$ cat src/shared/tdv_pkg.sv
// shared constants and types of the two-digit interval voltmeter
package tdv_pkg;
  // clock and time base
  localparam int CLK_PERIOD_NS = 10;
  localparam int CLK_FREQ_HZ = 100000000;
  localparam int PERIOD_CLK_NS = 1200000;
  localparam int DECADE_CLK_NS = 3100000;
  localparam int OSC_FREQ_HZ = 20800;
  // derived cycle counts (rounded down, each well above one cycle)
  localparam int PERIOD_CLK_CYC = PERIOD_CLK_NS / CLK_PERIOD_NS;
  localparam int DECADE_CLK_CYC = DECADE_CLK_NS / CLK_PERIOD_NS;
  localparam int OSC_CYC = CLK_FREQ_HZ / OSC_FREQ_HZ;
  // converter and decade code layout
  localparam int ADC_W = 8;
  localparam int CODE_W = 4;
  localparam int SEG_W = 7;
  localparam logic [3:0] CODE_FIRST = 4'hF;
  localparam logic [3:0] CODE_LAST = 4'h6;
  localparam logic [6:0] SEG_RESET_N = 7'h7F;
  localparam logic [7:0] OFFSET_DELAY_DEF = 8'h0D;
  // shortest reload in period ticks; a one-tick period would hold the output high
  localparam logic [7:0] PERIOD_MIN = 8'h02;
  // sequencing states
  typedef enum logic [1:0] {ST_START, ST_OFFSET, ST_RUN} tdv_state_e;
endpackage : tdv_pkg

$ cat src/design/tdv_seg_decoder.sv
// seven-segment decoder for the down-counting decade code
`timescale 1ns/100ps
`default_nettype none
module tdv_seg_decoder
  import tdv_pkg::*;
(
  // decade code in
  input wire logic [CODE_W-1:0] code,
  // segments g..a, active low
  output logic [SEG_W-1:0] seg_n
);
  logic [SEG_W-1:0] seg_on;

  // code 1111 shows 0, each step down shows the next digit, 0110 shows 9
  always_comb begin
    case (code)
      4'hF: seg_on = 7'h3F;
      4'hE: seg_on = 7'h06;
      4'hD: seg_on = 7'h5B;
      4'hC: seg_on = 7'h4F;
      4'hB: seg_on = 7'h66;
      4'hA: seg_on = 7'h6D;
      4'h9: seg_on = 7'h7D;
      4'h8: seg_on = 7'h07;
      4'h7: seg_on = 7'h7F;
      4'h6: seg_on = 7'h6F;
      default: seg_on = 7'h00; // illegal codes stay dark
    endcase
  end

  // segments sink current, so a lit segment is a low pin
  assign seg_n = ~seg_on;
endmodule : tdv_seg_decoder
`default_nettype wire

$ cat src/design/tdv_voltmeter.sv
// digital core of the two-digit interval voltmeter
// Function
// - each segment a..g has own decoded output
// - period counter reloads converter value, one-tick pulse
// - decade counters step ten codes 1111 to 0110
// - first counter units, second counter tens
// - units wrap gives one tens clock pulse
// - latch on period rise, then clear counters
// - period clock 1.2ms, decade clock 3.1ms
// - offset of converter compensated digitally
// - start-up: period high, latches zero, counters cleared
// - after offset delay period counter released
// - offset delay count is adjustable
// - decade overflow forces return to start-up state
// - oscillator divided by two gives display phase
// - phase selects units or tens latch
// - two digit selects, one per phase
`timescale 1ns/100ps
`default_nettype none
module tdv_voltmeter
  import tdv_pkg::*;
#(
  parameter int PERIOD_CYC = PERIOD_CLK_CYC,
  parameter int DECADE_CYC = DECADE_CLK_CYC,
  parameter int OSC_HALF_CYC = OSC_CYC
)(
  // clock and reset
  input wire logic clk,
  input wire logic rst,
  // converter value and offset trim pins
  input wire logic [ADC_W-1:0] adc_value,
  input wire logic [7:0] offset_delay,
  // display pins
  output logic [SEG_W-1:0] seg_n,
  output logic units_digit_select,
  output logic tens_digit_select,
  // period counter output
  output logic period_out
);
  // tick dividers: 0 period clock, 1 decade clock, 2 display oscillator
  localparam int NDIV = 3;
  localparam int DIV_LIM [NDIV] = '{PERIOD_CYC, DECADE_CYC, OSC_HALF_CYC};

  logic [NDIV-1:0] tick;
  logic [ADC_W-1:0] adc_s1_reg, adc_s2_reg;
  logic [7:0] off_s1_reg, off_s2_reg;
  tdv_state_e state_reg, state_next;
  logic [ADC_W-1:0] pcnt_reg, pcnt_next;
  logic [7:0] ocnt_reg, ocnt_next;
  logic pout_reg, pout_next, pout_d_reg;
  logic latch_pulse, clr_pulse_reg;
  logic [3:0] units_reg, units_next, tens_reg, tens_next;
  logic [3:0] units_latch_reg, units_latch_next, tens_latch_reg, tens_latch_next;
  logic overflow, units_wrap;
  logic phase_reg, phase_next;
  logic [3:0] shown_code;
  logic [SEG_W-1:0] seg_dec, seg_reg;
  logic usel_reg, tsel_reg;

  // one step of the down-counting decade code, wrapping after 0110
  function automatic logic [3:0] dec_step(input logic [3:0] c);
    dec_step = (c == CODE_LAST) ? CODE_FIRST : c - 4'h1;
  endfunction : dec_step

  // reload value; below two ticks the output never falls, so no edge would latch
  function automatic logic [7:0] reload_of(input logic [7:0] v);
    reload_of = (v < PERIOD_MIN) ? PERIOD_MIN : v;
  endfunction : reload_of

  // free-running prescalers; clock times set the full-scale match of 255 and 99
  for (genvar i = 0; i < NDIV; i++) begin : g_div
    logic [31:0] cnt_reg, cnt_next;
    always_comb begin
      cnt_next = (cnt_reg >= 32'(DIV_LIM[i] - 1)) ? 32'h0 : cnt_reg + 32'h1;
    end
    always_ff @(posedge clk) begin
      if (rst) begin
        cnt_reg <= 32'h0;
      end else begin
        cnt_reg <= cnt_next;
      end
    end
    assign tick[i] = (cnt_reg == 32'(DIV_LIM[i] - 1));
  end

  // pins from outside pass two flops; the value is slow so bit skew settles
  always_ff @(posedge clk) begin
    if (rst) begin
      adc_s1_reg <= 8'h00;
      adc_s2_reg <= 8'h00;
      off_s1_reg <= OFFSET_DELAY_DEF;
      off_s2_reg <= OFFSET_DELAY_DEF;
    end else begin
      adc_s1_reg <= adc_value;
      adc_s2_reg <= adc_s1_reg;
      off_s1_reg <= offset_delay;
      off_s2_reg <= off_s1_reg;
    end
  end

  // period counter, offset delay and sequencing
  always_comb begin
    state_next = state_reg;
    pcnt_next = pcnt_reg;
    ocnt_next = ocnt_reg;
    pout_next = pout_reg;
    case (state_reg)
      ST_START: begin
        pout_next = 1'b1;
        ocnt_next = 8'h00;
        state_next = ST_OFFSET;
      end
      ST_OFFSET: begin
        // period counter held while the high output runs through the delay
        if (tick[0]) begin
          if (ocnt_reg + 8'h1 >= off_s2_reg) begin
            pcnt_next = reload_of(adc_s2_reg);
            pout_next = 1'b0;
            state_next = ST_RUN;
          end else begin
            ocnt_next = ocnt_reg + 8'h1;
          end
        end
      end
      default: begin
        // values 0 and 1 run as two ticks, the shortest period that still pulses
        if (tick[0]) begin
          if (pcnt_reg <= 8'h01) begin
            pcnt_next = reload_of(adc_s2_reg);
            pout_next = 1'b1;
          end else begin
            pcnt_next = pcnt_reg - 8'h1;
            pout_next = 1'b0;
          end
        end
      end
    endcase
    if (overflow) begin
      state_next = ST_START;
    end
  end

  always_ff @(posedge clk) begin
    if (rst) begin
      state_reg <= ST_START;
      pcnt_reg <= 8'h01;
      ocnt_reg <= 8'h00;
      pout_reg <= 1'b1;
      pout_d_reg <= 1'b1;
      clr_pulse_reg <= 1'b0;
    end else begin
      state_reg <= state_next;
      pcnt_reg <= pcnt_next;
      ocnt_reg <= ocnt_next;
      pout_reg <= pout_next;
      pout_d_reg <= pout_reg;
      clr_pulse_reg <= latch_pulse;
    end
  end

  // latch first on the rising edge, clear one cycle later
  assign latch_pulse = pout_reg & ~pout_d_reg;
  assign units_wrap = tick[1] & (units_reg == CODE_LAST);
  assign overflow = units_wrap & (tens_reg == CODE_LAST);

  // decade counters and display latches
  always_comb begin
    units_next = units_reg;
    tens_next = tens_reg;
    units_latch_next = units_latch_reg;
    tens_latch_next = tens_latch_reg;
    if (state_reg == ST_START || clr_pulse_reg) begin
      units_next = CODE_FIRST;
      tens_next = CODE_FIRST;
    end else if (tick[1]) begin
      units_next = dec_step(units_reg);
      if (units_wrap) begin
        tens_next = dec_step(tens_reg);
      end
    end
    if (state_reg == ST_START) begin
      units_latch_next = CODE_FIRST;
      tens_latch_next = CODE_FIRST;
    end else if (latch_pulse) begin
      units_latch_next = units_reg;
      tens_latch_next = tens_reg;
    end
  end

  always_ff @(posedge clk) begin
    if (rst) begin
      units_reg <= CODE_FIRST;
      tens_reg <= CODE_FIRST;
      units_latch_reg <= CODE_FIRST;
      tens_latch_reg <= CODE_FIRST;
    end else begin
      units_reg <= units_next;
      tens_reg <= tens_next;
      units_latch_reg <= units_latch_next;
      tens_latch_reg <= tens_latch_next;
    end
  end

  // display phase: oscillator divided by two gives equal time per digit
  assign phase_next = tick[2] ? ~phase_reg : phase_reg;
  assign shown_code = phase_reg ? tens_latch_reg : units_latch_reg;

  tdv_seg_decoder u_dec (
    .code(shown_code),
    .seg_n(seg_dec)
  );

  // outputs registered together so segments never lead their select
  always_ff @(posedge clk) begin
    if (rst) begin
      phase_reg <= 1'b0;
      seg_reg <= SEG_RESET_N;
      usel_reg <= 1'b0;
      tsel_reg <= 1'b0;
    end else begin
      phase_reg <= phase_next;
      seg_reg <= seg_dec;
      usel_reg <= ~phase_reg;
      tsel_reg <= phase_reg;
    end
  end

  assign seg_n = seg_reg;
  assign units_digit_select = usel_reg;
  assign tens_digit_select = tsel_reg;
  assign period_out = pout_reg;

  // helper: cycles the period output has stayed high while running
  logic [31:0] hi_cnt_reg;
  always_ff @(posedge clk) begin
    if (rst || !pout_reg || state_reg != ST_RUN) begin
      hi_cnt_reg <= 32'h0;
    end else begin
      hi_cnt_reg <= hi_cnt_reg + 32'h1;
    end
  end
endmodule : tdv_voltmeter
`default_nettype wire

$ cat config.mk
export PLATFORM = sky130hd
export DESIGN_NAME = tdv_voltmeter
export DESIGN_NICKNAME = d
export VERILOG_FILES = /design/src/shared/tdv_pkg.sv /design/src/design/tdv_seg_decoder.sv /design/src/design/tdv_voltmeter.sv
export SDC_FILE = /design/constraint.sdc
export NUM_CORES = 1
export LEC_CHECK = 0
export ABC_AREA = 1
export BUFFER_PORTS_ARGS = -buffer_cell sky130_fd_sc_hd__buf_4
export CORE_AREA = 4 4 126 128
export CTS_CLUSTER_DIAMETER = 100
export DETAILED_ROUTE_END_ITERATION = 7
export DIE_AREA = 0 0 130 132
export PLACE_DENSITY = 0.77
export SLEW_MARGIN = 5
export SYNTH_ARGS = -nofsm -noshare
export SYNTH_HDL_FRONTEND = slang
export SYNTH_HIERARCHICAL = 1
export SYNTH_SLANG_ARGS = --single-unit
$ cat constraint.sdc
create_clock -name clk -period 3 [get_ports clk]
set_input_delay 0.15 -clock clk [delete_from_list [all_inputs] [get_ports clk]]
set_output_delay 0.15 -clock clk [all_outputs]
set_load 0.01 [all_outputs]
-- Word-level counts from Yosys, hierarchy flattened
Memory sizes are Yosys's and may differ from the RTL's.
Cells that the tools add are included.
- add/sub/neg operators: 7
- $lt $le $gt $ge: 6
- reductions and logical operators: 15
- mux-type cells: 20
- equality and inequality tests: 9
- bitwise operators: 7
- operator list (cell ; number):
    adder 32 x 1 -> 32 bit, second input constant ; 3
    2-to-1 mux 8 bit ; 7
    == test 32 x 13 -> 1 bit, second input constant ; 1
    == test 32 x 17 -> 1 bit, second input constant ; 1
    == test 32 x 19 -> 1 bit, second input constant ; 1
    greater-or-equal comparator 32 x 13 -> 1 bit, second input constant ; 1
    greater-or-equal comparator 32 x 17 -> 1 bit, second input constant ; 1
    greater-or-equal comparator 32 x 19 -> 1 bit, second input constant ; 1
    case mux 8 bit (2 select lines) ; 2
    2-to-1 mux 4 bit ; 3
    AND reduction 3 bit ; 4
    OR reduction 2 bit ; 6
    adder 8 x 1 -> 8 bit, second input constant ; 1
    == test 4 x 3 -> 1 bit, second input constant ; 2
    greater-or-equal comparator 8 bit ; 1
    <= comparator 8 x 1 -> 1 bit, second input constant ; 1
    < comparator 8 x 2 -> 1 bit, second input constant ; 1
    subtractor 4 x 1 -> 4 bit, second input constant ; 2
    subtractor 8 x 1 -> 8 bit, second input constant ; 1
    inverter 7 bit ; 1
    inequality test 2 bit, second input constant ; 3
    2-to-1 mux 1 bit ; 4
    2-to-1 mux 2 bit ; 2
    case mux 2 bit (2 select lines) ; 1
    other kinds (8) ; 13
- memory bits (read-only): 112
- register bits after elaboration: 175
- output and inout port bits: 10
- memories: 1
- memories (name ; words ; bits a word ; rd ports ; clocked after Yosys merged registers in ; wr ports ; line ; text):
    (name not given) ; 16 ; 7 ; 1 ; 0 ; 0 ; tdv_seg_decoder.sv:16 ; case (code)

-- Depth between registers and ports, before layout
- depth after elaboration: 5
- depth in mapped cells: 16
- gate-level depth less buffers: 16

-- Cells and area by module
Netlist, hierarchy kept.
- by module, submodules not included (module ; area an instance (sq um) ; cells each ; sequential area each (sq um) ; instances):
    tdv_voltmeter ; 7060.5 ; 900 ; 3503.4 ; 1
    tdv_seg_decoder ; 195.2 ; 35 ; 0.0 ; 1

-- Least setup slack after synthesis
OpenSTA, ideal clock, no wires.
- kind: reg2reg
- from: register ocnt_reg[0]
- to: register ocnt_reg[4]
- path buffers: 1
- setup time: 0.115 ns
- period minus slack after synthesis: 2.246 ns
- path slack: 0.754 ns
- required time: 2.885 ns
- stages on the path, launching flop included: 16
- data arrival time: 2.131 ns
- cell sequence: dfxtp_1 ha_1 nand2_1 nor2_1 nand3_1 xor2_1 ha_1 nand2_1 nor2_1 nor2_1 nand3_2 nand2_1 buf_2 nand3_1 nand2_1 nor2_1
- longest elaborated chain between the ends: 4
- elaborated cells between the ends (all ways): 7
- those cells by class: add/sub (1); order compare (1); eq/ne (1); mux (3); reduce/logical (1)
- RTL lines (item ; line ; text):
    from (decl) ; tdv_voltmeter.sv:49 ; logic [7:0] ocnt_reg, ocnt_next;
    from (signal assigned) ; tdv_voltmeter.sv:154 ; ocnt_reg <= ocnt_next;
    adder 8 x 1 -> 8 bit * ; tdv_voltmeter.sv:116, tdv_voltmeter.sv:121 ;
    greater-or-equal comparator 8 bit or 2-to-1 mux 8 bit (tied branches) ; tdv_voltmeter.sv:116 ; if (ocnt_reg + 8'h1 >= off_s2_reg) begin
    inequality test 2 bit (no line) or 2-to-1 mux 8 bit (tied branches) ; n/a ;
    AND reduction 3 bit (no line) or case mux 8 bit (2 select lines) (tied branches) ; n/a ;
Every way passes the cells marked *; elsewhere a longest branch is shown, timed or not. The select of a mux whose other input is x is not followed.
A chain may end at the register's enable or synchronous reset.

-- Worst setup path after layout
- from: register ocnt_reg[0]
- to: register ocnt_reg[1]
Same word-level chain as after synthesis.

==> results.ini <==
[clock_network]
clk_latency_ns = 0.42
cts_buffers = 17
htree_num_levels = 4
hold_buffers = 16
cts_root_buffer = clkbuf_16
ctsResizeCount = 0
clk_pin_slew_ns = 0.07
post_cts_buffers = 0
cts_sinks = 175
tritoncts = done
clockBufferDepth = 2

[worst_setup_path]
worstPathMaxFanout = 15
start_kind = flip-flop
crit_arrival_ns = 3.00
crit_type = reg -> reg
critPathCaptureType = flip-flop
crit_required_ns = 3.35

[drt]
drcViolationCount = 0
vias = 5569
drtIter0Drc = 239
drt-pass1-iter-count = 4
wirelength_um = 12400
postRouteAntennaNets = 0
wl_per_cell_um = 10.1
vias_per_cell = 4.53

[place]
dp_hpwl_um = 8460
dpl_cell_area_um2 = 7780
port-buffer-count = 27
gp_congestion = 0.839
dp_slack_ns = 0.366

[sta]
fin_tns_setup_ns = 0
final-hold-violation-count = 0
fin_crit_ns = 2.65
finalSetupViolCount = 0
slew_viol_final = 0
timing.final.ws_setup_ns = 0.351
worstMarginPinSlew_ns = 1.00
grt_setup_unrepaired = false
fin_skew_ns = 0.0101
fin_crit_sh_pct = 88.3
max_freq_mhz = 377
slew_headroom_pct = 32.6

[floorplanning]
core_um2 = 14900
die_w_um = 130
dieHeight_um = 132
ios = 28
floorplan.rows = 45
start_util_pct = 48.8
dieArea_um2 = 17200

[cells_and_area]
drive_above_1_share_pct = 11.6
largest_reg_flops = 96
fill_cells = 1316
layout.nets = 1071
fin_area_um2 = 8490
area_growth_pct = 17.0
diodes = 0

[power_and_ir_drop]
pwr-share-seq_pct = 51.9
pwr-share-clk_pct = 42.9
leakage_nw = 3.88
peakVddDrop_v = 0.000379
sw_frac_of_total_pct = 22.8
power.density_nw_per_um2 = 550
pwr-share-comb_pct = 5.2
internal-power_mw = 3.61
power_switching_mw = 1.06

[yosys]
yosysUniqueCellTypes = 36
synthTopCellsByArea = dfxtp_1 (48%), nand2_1 (9.8%), nor2_1 (8.2%)
yosysTopAreaCell = dfxtp_1
yosysTopAreaCellShare_pct = 48.3
ys_warn_count = 6
yosysMostFrequentCell = nand2_1
ys_async_sr_fraction_pct = 0
yosys-top-cells-count = nand2_1 (190), dfxtp_1 (175), nor2_1 (159)
ys_seq_elements = 175
synth_cells = 935
synth_edf_count = 0
yosys_most_used_dff = dfxtp_1
netlist_area_um2 = 7260
yosysSeqAreaShare_pct = 48.3
avgSynthCellArea_um2 = 7.76

[worst_hold_path]
worstHoldPathType = in -> reg

[global_route]
grt_pass1_wl_um = 22200
track_usage_pct = 15.5
grt_overflow_total = 0
antenna_found_initial = 0
grt_pass1_vias = 5246
grt_max_degree = 49

[outcome]
status = finished, final reports clean

[job]
cap_violations = 0

-- kinds of logic (layout without fill, tap and decap cells) --
kind of cell	Yosys count	after routing	share of synthesized area, %
fa+ha+maj	24	24	4.14
compound gates	54	54	4.36
xor+xnor	44	44	5.31
other cells	1	47	0.0517
buf+inv	146	207	7.98
flops	175	175	48.3
simple gates	491	491	29.9
-- metrics by stage --
stage | hold WS [ns] | utilization [%] | std cells | total power, mW
floorplan | 0.254 | - | 981 | 2.64
CTS | 0.161 | 57.1 | 1230 | 4.72
detailed placement | 0.341 | 52.4 | 1182 | 2.70
global route | 0.187 | 57.1 | 1230 | 4.87
finish | 0.171 | 57.1 | 1230 | 4.67
global placement | 0.346 | 52.4 | 1182 | 2.69
-- final cells by class --
type / count / area (um2) / area share, %
timing repair buffer: 43 / 363 / 4.28
clock inverter: 11 / 83.8 / 0.988
sequential: 175 / 3500 / 41.3
inverter: 132 / 495 / 5.84
tap: 188 / 235 / 2.77
multi-input combinational: 660 / 3350 / 39.4
clock buffer: 21 / 460 / 5.43
-- power groups by stage --
stage	Combinational (mW)	Clock, mW	Sequential [mW]
floorplan	0.166	0	2.47
global placement	0.217	0	2.47
detailed placement	0.224	0	2.48
CTS	0.243	2.05	2.42
global route	0.285	2.16	2.43
finish	0.243	2.00	2.42
-- layout by cell type (no fill, tap or decap), types with 21 or more instances in the layout --
master	synthesis	final
ha_1	24	24
buf_4	0	27
nor2_1	159	159
xor2_1	31	31
nand3_1	53	53
conb_1	1	47
dfxtp_1	175	175
nand2_1	190	190
inv_1	121	121
nor3_1	21	21
-- worst paths after layout --
check	startpoint	end	slack, ns	depth (start not counted)
max	ocnt_reg[0]	ocnt_reg[1]	0.35	15
min reg2reg	adc_s1_reg[4]	adc_s2_reg[4]	0.40	2
min	rst	adc_s2_reg[7]	0.17	2
max reg2reg	ocnt_reg[0]	ocnt_reg[1]	0.35	15
-- routing by layer --
| metal | vias to the layer above | share of wire [%] | track usage (%) |
|---|---|---|---|
| met5 | - | 0 | 0 |
| met4 | 0 | 1.3 | 4.50 |
| met3 | 16 | 3.6 | 4.38 |
| met2 | 56 | 46 | 25.0 |
| met1 | 2475 | 49 | 20.1 |
| li1 | 3022 | - | - |
-- critical path: stages, from the launching register on --
cell and delay, ns:
dfxtp_1 0.39, ha_1 0.20, nand2_1 0.07, nor2_1 0.15, nand3_1 0.11, xor2_1 0.19, ha_1 0.26, nand2_1 0.08
nor2_1 0.05, nor2_1 0.16, nand3_2 0.15, nand2_1 0.41, nand2_1 0.13, nand2_1 0.08, nand2_1 0.04, nor2_1 0.11
Power figures use the tool's default switching activity.
